## config.mk

```make
export PLATFORM = sky130hd
export DESIGN_NAME = uart_line_modem_status
export DESIGN_NICKNAME = d
export VERILOG_FILES = /design/src/design/uart_status_pkg.sv /design/src/design/uart_line_modem_status.sv
export SDC_FILE = /design/constraint.sdc
export NUM_CORES = 1
export LEC_CHECK = 0
export BUFFER_PORTS_ARGS = -buffer_cell sky130_fd_sc_hd__buf_2
export CAP_MARGIN = 10
export CORE_MARGIN = 5
export CORE_UTILIZATION = 43
export DETAILED_ROUTE_END_ITERATION = 12
export PLACE_DENSITY = 0.85
export SLEW_MARGIN = 20
export SYNTH_ARGS = -nofsm -noshare
export SYNTH_HDL_FRONTEND = slang
export SYNTH_SLANG_ARGS = --single-unit
```

## constraint.sdc

```tcl
create_clock -name SYS_CLK -period 1.9 [get_ports SYS_CLK]
set_input_delay 0.095 -clock SYS_CLK [delete_from_list [all_inputs] [get_ports SYS_CLK]]
set_output_delay 0.095 -clock SYS_CLK [all_outputs]
set_load 0.03 [all_outputs]
```

## src/design/uart_status_pkg.sv

```systemverilog
// Constants for the line and modem status block of one UART channel.
// Assumes a 32-bit register bus with byte addresses and one register per word.
package uart_status_pkg;

  ////////////////////////////////////////////////////////////////////////////
  // Register byte offsets
  localparam logic [3:0] LINE_CONDITION_OFS        = 4'h0;
  localparam logic [3:0] MODEM_INPUT_CONDITION_OFS = 4'h4;
  localparam logic [3:0] MODEM_OUTPUT_CONTROL_OFS  = 4'h8;
  localparam logic [3:0] FEATURE_EXT_CONTROL_OFS   = 4'hC;

  ////////////////////////////////////////////////////////////////////////////
  // Field positions
  localparam int LC_DATA_READY   = 0;
  localparam int LC_OVERRUN      = 1;
  localparam int LC_PARITY_ERR   = 2;
  localparam int MI_DELTA_LO     = 0;
  localparam int MI_RI_DELTA     = 2;
  localparam int MI_STATE_LO     = 4;
  localparam int MO_DTR          = 0;
  localparam int MO_RTS          = 1;
  localparam int MO_USER_FIRST   = 2;
  localparam int MO_USER_SECOND  = 3;
  localparam int MO_LOOPBACK     = 4;
  localparam int FE_AUTO_CTS     = 7;

  ////////////////////////////////////////////////////////////////////////////
  // Reset values
  localparam logic [7:0]  MODEM_OUTPUT_CONTROL_RST = 8'h00;
  localparam logic [7:0]  FEATURE_EXT_CONTROL_RST  = 8'h00;
  localparam logic [7:0]  STATUS_RST               = 8'h00;
  localparam logic [31:0] READ_DATA_RST            = 32'h0000_0000;

endpackage

```

## src/design/uart_line_modem_status.sv

```systemverilog
// Line status and modem status logic of one UART channel, with Avalon-MM slave.
// Assumes the receive FIFO, transmitter and interrupt logic of the channel sit
// outside and that all inputs are synchronous to SYS_CLK.
//
// The Avalon-MM interface to the registers and the address map are this design's own decisions.
`timescale 1ns/100ps
`default_nettype none

// Overview of operation
// - The parity error flag is set for a character with bad parity, and in FIFO mode it follows the character at the top of the receive FIFO.
// - A character arriving while the receive FIFO is full sets the overrun flag and replaces the shift register contents.
// - During an overrun the shift register byte is not pushed, so the FIFO contents stay intact.
// - Data ready is 1 while any received character is held and 0 when none remains.
// - Parity, overrun, data ready and modem change flags rest at 0 while no event is pending.
// - Four change bits in the modem status register: three set on any change of their modem input, the ring bit on its 0 to 1 change only.
// - Reading the modem status register clears the change bits that the read reports.
// - Bit 7 is the inverted carrier detect input, or the second user output bit in loop-back.
// - Bit 6 is the inverted ring input, or the first user output bit in loop-back.
// - Bit 5 is the inverted data set ready input, or the DTR bit in loop-back.
// - Bit 4 is the inverted CTS input, or the RTS bit in loop-back.
// - With automatic CTS enabled and CTS high, transmission halts once the current character ends.
// - The carrier detect change bit sets on any change since the last read and raises a modem interrupt.
// - The ring change bit sets only when the ring input goes from 0 to 1 and raises a modem interrupt.
// - The DSR and CTS change bits set on any change, and any set change bit raises a modem interrupt.
module uart_line_modem_status (
  input  wire logic        SYS_CLK,
  input  wire logic        SRST,
  input  wire logic [3:0]  AVS_ADDRESS,
  input  wire logic        AVS_READ,
  input  wire logic        AVS_WRITE,
  input  wire logic [31:0] AVS_WRITEDATA,
  input  wire logic [3:0]  AVS_BYTEENABLE,
  output var  logic [31:0] AVS_READDATA,
  output var  logic        AVS_WAITREQUEST,
  input  wire logic        FIFO_MODE,
  input  wire logic        RX_CHAR_DONE,
  input  wire logic        RX_CHAR_PARITY_ERR,
  input  wire logic        RX_FIFO_FULL,
  input  wire logic        RX_FIFO_EMPTY,
  input  wire logic        RX_TOP_PARITY_ERR,
  output var  logic        RX_PUSH,
  input  wire logic        TX_CHAR_DONE,
  input  wire logic        TX_IDLE,
  output var  logic        TX_HALT,
  input  wire logic        CTS_N,
  input  wire logic        DSR_N,
  input  wire logic        RI_N,
  input  wire logic        CD_N,
  output var  logic        DTR_N,
  output var  logic        RTS_N,
  output var  logic        USER_OUTPUT_FIRST_N,
  output var  logic        USER_OUTPUT_SECOND_N,
  output var  logic        LOOPBACK,
  output var  logic        MODEM_IRQ
);

  ////////////////////////////////////////////////////////////////////////////
  // Declarations
  logic [7:0] modem_output_control;
  logic [7:0] feature_extension_control;
  logic       data_ready;
  logic       overrun;
  logic       parity_err;
  logic [3:0] modem_state;
  logic [3:0] modem_prev;
  logic [3:0] modem_delta;
  logic       prev_valid;
  logic [3:0] next_modem_state;
  logic [3:0] delta_event;
  logic [7:0] line_condition;
  logic [7:0] modem_input_condition;
  logic       accept;
  logic       wr_accept;
  logic       rd_accept;
  logic       wr_low_lane;
  logic       loopback_on;
  logic       parity_event;
  logic       overrun_event;
  logic       cts_stop;
  logic       tx_busy_char;

  ////////////////////////////////////////////////////////////////////////////
  // Bus handshake: one wait cycle, then the request is taken
  assign accept      = !AVS_WAITREQUEST && (AVS_READ || AVS_WRITE);
  assign wr_accept   = accept && AVS_WRITE;
  assign rd_accept   = accept && AVS_READ;
  assign wr_low_lane = wr_accept && AVS_BYTEENABLE[0];

  always_ff @(posedge SYS_CLK) begin
    if (SRST) begin
      AVS_WAITREQUEST <= 1'b1;
    end else if (AVS_WAITREQUEST && (AVS_READ || AVS_WRITE)) begin
      AVS_WAITREQUEST <= 1'b0;
    end else begin
      AVS_WAITREQUEST <= 1'b1;
    end
  end

  // Read data is captured during the wait cycle and stands at the taking edge
  always_ff @(posedge SYS_CLK) begin
    if (SRST) begin
      AVS_READDATA <= uart_status_pkg::READ_DATA_RST;
    end else if (AVS_WAITREQUEST && AVS_READ) begin
      case (AVS_ADDRESS)
        uart_status_pkg::LINE_CONDITION_OFS: begin
          AVS_READDATA <= {24'h00_0000, line_condition};
        end
        uart_status_pkg::MODEM_INPUT_CONDITION_OFS: begin
          AVS_READDATA <= {24'h00_0000, modem_input_condition};
        end
        uart_status_pkg::MODEM_OUTPUT_CONTROL_OFS: begin
          AVS_READDATA <= {24'h00_0000, modem_output_control};
        end
        uart_status_pkg::FEATURE_EXT_CONTROL_OFS: begin
          AVS_READDATA <= {24'h00_0000, feature_extension_control};
        end
        default: begin
          AVS_READDATA <= uart_status_pkg::READ_DATA_RST;
        end
      endcase
    end
  end

  ////////////////////////////////////////////////////////////////////////////
  // Writable control registers
  always_ff @(posedge SYS_CLK) begin
    if (SRST) begin
      modem_output_control <= uart_status_pkg::MODEM_OUTPUT_CONTROL_RST;
    end else if (wr_low_lane &&
                 AVS_ADDRESS == uart_status_pkg::MODEM_OUTPUT_CONTROL_OFS) begin
      modem_output_control <= {3'h0, AVS_WRITEDATA[4:0]};
    end
  end

  always_ff @(posedge SYS_CLK) begin
    if (SRST) begin
      feature_extension_control <= uart_status_pkg::FEATURE_EXT_CONTROL_RST;
    end else if (wr_low_lane &&
                 AVS_ADDRESS == uart_status_pkg::FEATURE_EXT_CONTROL_OFS) begin
      feature_extension_control <= {AVS_WRITEDATA[7], 7'h00};
    end
  end

  assign loopback_on = modem_output_control[uart_status_pkg::MO_LOOPBACK];

  // Outputs go inactive while looped back so the far end sees no activity
  always_ff @(posedge SYS_CLK) begin
    if (SRST) begin
      DTR_N                <= 1'b1;
      RTS_N                <= 1'b1;
      USER_OUTPUT_FIRST_N  <= 1'b1;
      USER_OUTPUT_SECOND_N <= 1'b1;
      LOOPBACK             <= 1'b0;
    end else begin
      DTR_N <= loopback_on ||
               !modem_output_control[uart_status_pkg::MO_DTR];
      RTS_N <= loopback_on ||
               !modem_output_control[uart_status_pkg::MO_RTS];
      USER_OUTPUT_FIRST_N <= loopback_on ||
               !modem_output_control[uart_status_pkg::MO_USER_FIRST];
      USER_OUTPUT_SECOND_N <= loopback_on ||
               !modem_output_control[uart_status_pkg::MO_USER_SECOND];
      LOOPBACK <= loopback_on;
    end
  end

  ////////////////////////////////////////////////////////////////////////////
  // Receive line status
  assign parity_event  = FIFO_MODE ? (RX_TOP_PARITY_ERR && !RX_FIFO_EMPTY)
                                   : (RX_CHAR_DONE && RX_CHAR_PARITY_ERR);
  assign overrun_event = RX_CHAR_DONE && RX_FIFO_FULL;

  // Full FIFO blocks the push of the overwritten shift register byte
  always_ff @(posedge SYS_CLK) begin
    if (SRST) begin
      RX_PUSH <= 1'b0;
    end else begin
      RX_PUSH <= RX_CHAR_DONE && !RX_FIFO_FULL;
    end
  end

  always_ff @(posedge SYS_CLK) begin
    if (SRST) begin
      data_ready <= 1'b0;
    end else begin
      data_ready <= !RX_FIFO_EMPTY;
    end
  end

  // Only bits reported by the read are cleared; a new event always wins
  always_ff @(posedge SYS_CLK) begin
    if (SRST) begin
      overrun <= 1'b0;
    end else if (overrun_event) begin
      overrun <= 1'b1;
    end else if (rd_accept &&
                 AVS_ADDRESS == uart_status_pkg::LINE_CONDITION_OFS &&
                 AVS_READDATA[uart_status_pkg::LC_OVERRUN]) begin
      overrun <= 1'b0;
    end
  end

  always_ff @(posedge SYS_CLK) begin
    if (SRST) begin
      parity_err <= 1'b0;
    end else if (parity_event) begin
      parity_err <= 1'b1;
    end else if (rd_accept &&
                 AVS_ADDRESS == uart_status_pkg::LINE_CONDITION_OFS &&
                 AVS_READDATA[uart_status_pkg::LC_PARITY_ERR]) begin
      parity_err <= 1'b0;
    end
  end

  always_comb begin
    line_condition = uart_status_pkg::STATUS_RST;
    line_condition[uart_status_pkg::LC_DATA_READY] = data_ready;
    line_condition[uart_status_pkg::LC_OVERRUN]    = overrun;
    line_condition[uart_status_pkg::LC_PARITY_ERR] = parity_err;
  end

  ////////////////////////////////////////////////////////////////////////////
  // Modem input state, order CTS, DSR, RI, CD from bit 4 upward
  always_comb begin
    if (loopback_on) begin
      next_modem_state[0] = modem_output_control[uart_status_pkg::MO_RTS];
      next_modem_state[1] = modem_output_control[uart_status_pkg::MO_DTR];
      next_modem_state[2] = modem_output_control[uart_status_pkg::MO_USER_FIRST];
      next_modem_state[3] = modem_output_control[uart_status_pkg::MO_USER_SECOND];
    end else begin
      next_modem_state[0] = !CTS_N;
      next_modem_state[1] = !DSR_N;
      next_modem_state[2] = !RI_N;
      next_modem_state[3] = !CD_N;
    end
  end

  always_ff @(posedge SYS_CLK) begin
    if (SRST) begin
      modem_state <= 4'h0;
      modem_prev  <= 4'h0;
      prev_valid  <= 1'b0;
    end else begin
      modem_state <= next_modem_state;
      modem_prev  <= modem_state;
      prev_valid  <= 1'b1;
    end
  end

  // Change bits; ring only on its input rising, i.e. the status bit falling
  genvar i;
  generate
    for (i = 0; i < 4; i = i + 1) begin : g_delta
      if (i == uart_status_pkg::MI_RI_DELTA) begin : g_edge
        assign delta_event[i] = prev_valid && modem_prev[i] && !modem_state[i];
      end else begin : g_any
        assign delta_event[i] = prev_valid && (modem_prev[i] != modem_state[i]);
      end

      always_ff @(posedge SYS_CLK) begin
        if (SRST) begin
          modem_delta[i] <= 1'b0;
        end else if (delta_event[i]) begin
          modem_delta[i] <= 1'b1;
        end else if (rd_accept &&
                     AVS_ADDRESS == uart_status_pkg::MODEM_INPUT_CONDITION_OFS &&
                     AVS_READDATA[uart_status_pkg::MI_DELTA_LO + i]) begin
          modem_delta[i] <= 1'b0;
        end
      end
    end
  endgenerate

  assign modem_input_condition = {modem_state, modem_delta};

  always_ff @(posedge SYS_CLK) begin
    if (SRST) begin
      MODEM_IRQ <= 1'b0;
    end else begin
      MODEM_IRQ <= |modem_delta;
    end
  end

  ////////////////////////////////////////////////////////////////////////////
  // Automatic CTS gating of the transmitter
  assign cts_stop = feature_extension_control[uart_status_pkg::FE_AUTO_CTS] &&
                    !modem_state[0];
  assign tx_busy_char = !TX_IDLE && !TX_CHAR_DONE;

  // Halt is raised only between characters, so a running character completes
  always_ff @(posedge SYS_CLK) begin
    if (SRST) begin
      TX_HALT <= 1'b0;
    end else if (!cts_stop) begin
      TX_HALT <= 1'b0;
    end else if (!tx_busy_char) begin
      TX_HALT <= 1'b1;
    end
  end

endmodule

`default_nettype wire

```

# [Word-level counts from Yosys, hierarchy flattened]
# Index checks and enable logic that the tools add are counted.
[op_classes] n_addsub=0 multipliers=0 n_div=0 magnitude_cmp=0 eq_ne=6 n_shift=0 n_mux=17 bitwise_logic=1 reduce_logical=56
[ops] operator="case mux 8 bit (4 select lines)" count=1
[ops] operator="logical AND 1 bit" count=27
[ops] operator="logical NOT 1 bit" count=15
[ops] operator="two-way mux 1 bit" count=15
[ops] operator="nonzero test 2 bit" count=6
[ops] operator="== test 4 bit, second input constant" count=2
[ops] operator="logical OR 1 bit" count=5
[ops] operator="== test 4 x 3 -> 1 bit, second input constant" count=1
[ops] operator="logical NOT 4 bit" count=1
[ops] operator="two-way mux 4 bit" count=1
[ops] operator="OR reduction 4 bit" count=1
[ops] operator="!= test 1 bit" count=3
[ops] operator="OR reduction 2 bit" count=1
[ops] operator="inverter 1 bit" count=1
[word_totals] reg_bits=63 latchBits=0 ramBits=0 mem_bits_ro=0 input_bits=56 output_inout_bits=41 wordCells=102 memories=0

# [Logic depth before layout (Yosys ltp)]
[logic_depth] word_depth=7 depth_mapped=5 depth_no_buf=3

# [Worst setup path after synthesis]
# No wires, ideal clock.
[synth_timing] path_type="register to register" from="register AVS_WAITREQUEST" to="register overrun" setup_ns=0.132 arrival_time_ns=1.330 required_time_ns=1.768 path_slack_ns=0.438 path_stages_with_launch=4 path_buffers=0 synth_period_minus_slack_ns=1.462 path_cell_list="dfxtp_1 > or4b_4 > o41ai_1 > a21oi_1"
[synth_via] elab_chain_cells=6
[synth_rtl] item="start, declared" line="uart_line_modem_status.sv:34" text="output var logic AVS_WAITREQUEST,"
[synth_rtl] item="start signal, assigned" line="uart_line_modem_status.sv:91" text="AVS_WAITREQUEST <= 1'b1;"
[synth_rtl] item="start signal, assigned" line="uart_line_modem_status.sv:93" text="AVS_WAITREQUEST <= 1'b0;"
[synth_rtl] item="start signal, assigned" line="uart_line_modem_status.sv:95" text="AVS_WAITREQUEST <= 1'b1;"
[synth_rtl] item="logical NOT 1 bit" line="uart_line_modem_status.sv:84" text="assign accept = !AVS_WAITREQUEST && (AVS_READ || AVS_WRITE);"
[synth_rtl] item="logical AND 1 bit" line="uart_line_modem_status.sv:84"
[synth_rtl] item="logical AND 1 bit" line="uart_line_modem_status.sv:86" text="assign rd_accept = accept && AVS_READ;"
[synth_rtl] item="logical AND 1 bit" line="uart_line_modem_status.sv:196" text="end else if (rd_accept &&"
[synth_rtl] item="logical AND 1 bit" line="uart_line_modem_status.sv:197" text="AVS_ADDRESS == uart_status_pkg::LINE_CONDITION_OFS &&"
[synth_rtl] item="nonzero test 2 bit (no line)"
[synth_rtl] item="end signal, assigned" line="uart_line_modem_status.sv:193" text="overrun <= 1'b0;"
[synth_rtl] item="end signal, assigned" line="uart_line_modem_status.sv:195" text="overrun <= 1'b1;"
[synth_rtl] item="end signal, assigned" line="uart_line_modem_status.sv:199" text="overrun <= 1'b0;"
[synth_rtl] item="end, declared" line="uart_line_modem_status.sv:62" text="logic overrun;"
# No other way between the ends.
# A chain may end at the register's enable or synchronous reset.

# [Worst setup path in the final report]
# Ends and elaborated chain as after synthesis.

==> results.cfg <==
[status]
status = completed

[worst_hold_path]
min_path_cells = 2
hold_start = AVS_WRITE
hold_class = input port to flop
whs_endpoint = AVS_WAITREQUEST

[power]
p_per_area_mw_per_mm2 = 797
worst_ir_drop_vdd_mv = 0.503
p_leak_nw = 0.846

[yosys]
seq_area_frac_synth = 0.454
synthTopCellsByCount = dfxtp_1 (39), nand2_1 (25), buf_4 (24)
synth_top_area_frac = 0.454
ys_async_sr_fraction = 0
yosysWarnings = 0
yosysTopAreaCell = dfxtp_1
synth_cell_types = 34
synth_area_mm2 = 0.00172
synth_ff_type = dfxtp_1
syn_avg_cell_area_um2 = 8.99
yosysMostFrequentCell = dfxtp_1
synth_edf_count = 0
synth.top_cells.by_area = dfxtp_1 (45%), buf_4 (10%), nand2_1 (5.5%)
synth_cells = 191
synth_seq_cells = 39

[worst_setup_path]
cp.required_ns = 2.06
crit-reg2reg-capture = overrun
worstSetupPathType = flop to flop
r2r_cells = 3
crit_fanout = 9
critPathCaptureType = flop
cp.arrival_ns = 1.64
r2r-start = AVS_WAITREQUEST
cp-startpoint = AVS_WAITREQUEST
worstSetupStartpointType = flop
r2r_slack_ns = 0.42

[placed_design]
dp_slack_ns = 0.437
detailed_place_hpwl_um = 2740
gp_congestion = 0.773
io_buffers = 43
dp.cells = 275

[sta]
fmax_ghz = 0.676
setup_viol = 0
drv_slew = 0
setup_tns_ns = 0
finalClockSkew_ns = 0.00657
tightest_slew_ns = 0.517
hold_viol = 0
period_share = 0.779
rsz0062_at_grt = false
fin_ws_ns = 0.421
slew_headroom = 0.656
post-route-min-period_ns = 1.48

[clock_tree]
cts_tree = built
htreeDepth = 2
clk_latency_ns = 0.29
clk_path_buf_depth = 2
cts_made_buffers = 5
cts_sinks = 39
path_clk_slew_ns = 0.07
root_buffer = clkbuf_8

[global_routing]
grt_overflow = 0
antenna_found_initial = 0
grt_pass1_vias = 1322
grt_pass1_wl_um = 5950
grt_start_max_net_pins = 30
grtUsageTotal = 0.144

[routing]
drcViolationCount = 0
met2WireLength_um = 1800
first_pass_iters = 4
wl_met1_um = 1500
wl_per_cell_um = 12.9
top_layer = met4
wl_met3_um = 296
ant_nets = 0
via_count = 1351
finalWirelength_um = 3640
drtIter0Drc = 39
vias_per_cell = 4.77

[floorplanning]
ios = 97
die_w_um = 73.2
die_area_mm2 = 0.00536
fp.coreArea_mm2 = 0.00394
die_h_um = 73.2
placementRows = 23
initial_core_util = 0.436

[final_layout]
antenna_cells = 0
final_nets = 290
drive_gt1_frac = 0.249
area_delta_synth_final_pct = 14.3
layout.cells.non_filler = 283

[run]
max-cap-violations = 0
-- worst max path at each step --
stage	end	slack [ns]	depth (start not counted)
2_1_floorplan	overrun	0.44	3
3_3_place_gp	overrun	0.46	3
3_5_place_dp	overrun	0.44	3
4_1_cts	overrun	0.42	3
5_1_grt	overrun	0.35	3
6_report	overrun	0.42	3
-- timing repair --
| action | CTS | global route |
|---|---|---|
| endpoints found under the hold margin | 2 | 0 |
| hold buffers | 2 | 0 |
| resized for setup | 0 | 0 |
| buffers inserted | 0 | 0 |
-- layer usage --
layer	GRT usage	up-vias
met4	0.0512	0
met3	0.0620	5
li1	-	690
met5	0	-
met2	0.239	39
met1	0.162	617
-- cell type report --
type / instances / area, um^2
fill: 381 / 1980
inverter: 5 / 18.8
timing repair buffer: 45 / 235
clock buffer: 6 / 72.6
multi-input combinational: 138 / 793
tap: 50 / 62.6
sequential: 39 / 781
-- power breakdown --
part	internal (mW)	switching, mW	total, mW
clock	0.244	0.263	0.508
combinational	0.0590	0.139	0.198
sequential	0.842	0.0178	0.860
-- critical path, stage by stage (launching register included) --
cell,delay (ns)
dfxtp_1,0.40
or4b_4,0.56
o41ai_1,0.27
a21oi_1,0.11
-- per-stage QoR --
| step | area (um^2) | total power, mW | util | hold slack (ns) |
|---|---|---|---|---|
| after global routing | 1960 | 1.63 | 0.498 | 0.0391 |
| after floorplan | 1800 | 1.06 | - | 0.167 |
| after CTS | 1960 | 1.58 | 0.498 | 0.0251 |
| final | 1960 | 1.57 | 0.498 | 0.0342 |
| after detailed placement | 1870 | 1.07 | 0.474 | 0.273 |
| after global placement | 1870 | 1.07 | 0.474 | 0.271 |
-- layout by cell type, fill, tap and decap left out, types with 5 or more instances in the layout --
cell type	count
buf_2	43
nor2_1	12
nor2b_1	5
conb_1	24
inv_1	5
clkbuf_8	5
dfxtp_1	39
o21ai_0	11
nand3b_1	7
a21oi_1	15
nand2_1	25
-- cell families (layout without fill, tap and decap cells) --
family          count (synthesis)  in the layout  share of synthesized area
flops                          39             39                      0.454
xor+xnor                        3              3                     0.0153
other cells                     1             24                    0.00218
simple gates                   68             68                      0.223
compound gates                 35             35                      0.122
mux                             8              8                     0.0495
buf+inv                        37             56                      0.134
-- state kept, by name, summed over array words and instances (netlist names) --
signal / flops
parity_err: 1
overrun: 1
DTR_N: 1
modem_output_control: 5
TX_HALT: 1
modem_delta: 4
prev_valid: 1
modem_state: 4
LOOPBACK: 1
RTS_N: 1
data_ready: 1
modem_prev: 4
AVS_WAITREQUEST: 1
feature_extension_control: 1
USER_OUTPUT_FIRST_N: 1
AVS_READDATA: 8
MODEM_IRQ: 1
RX_PUSH: 1
USER_OUTPUT_SECOND_N: 1
Note: power is estimated with default switching activity, not from simulation.
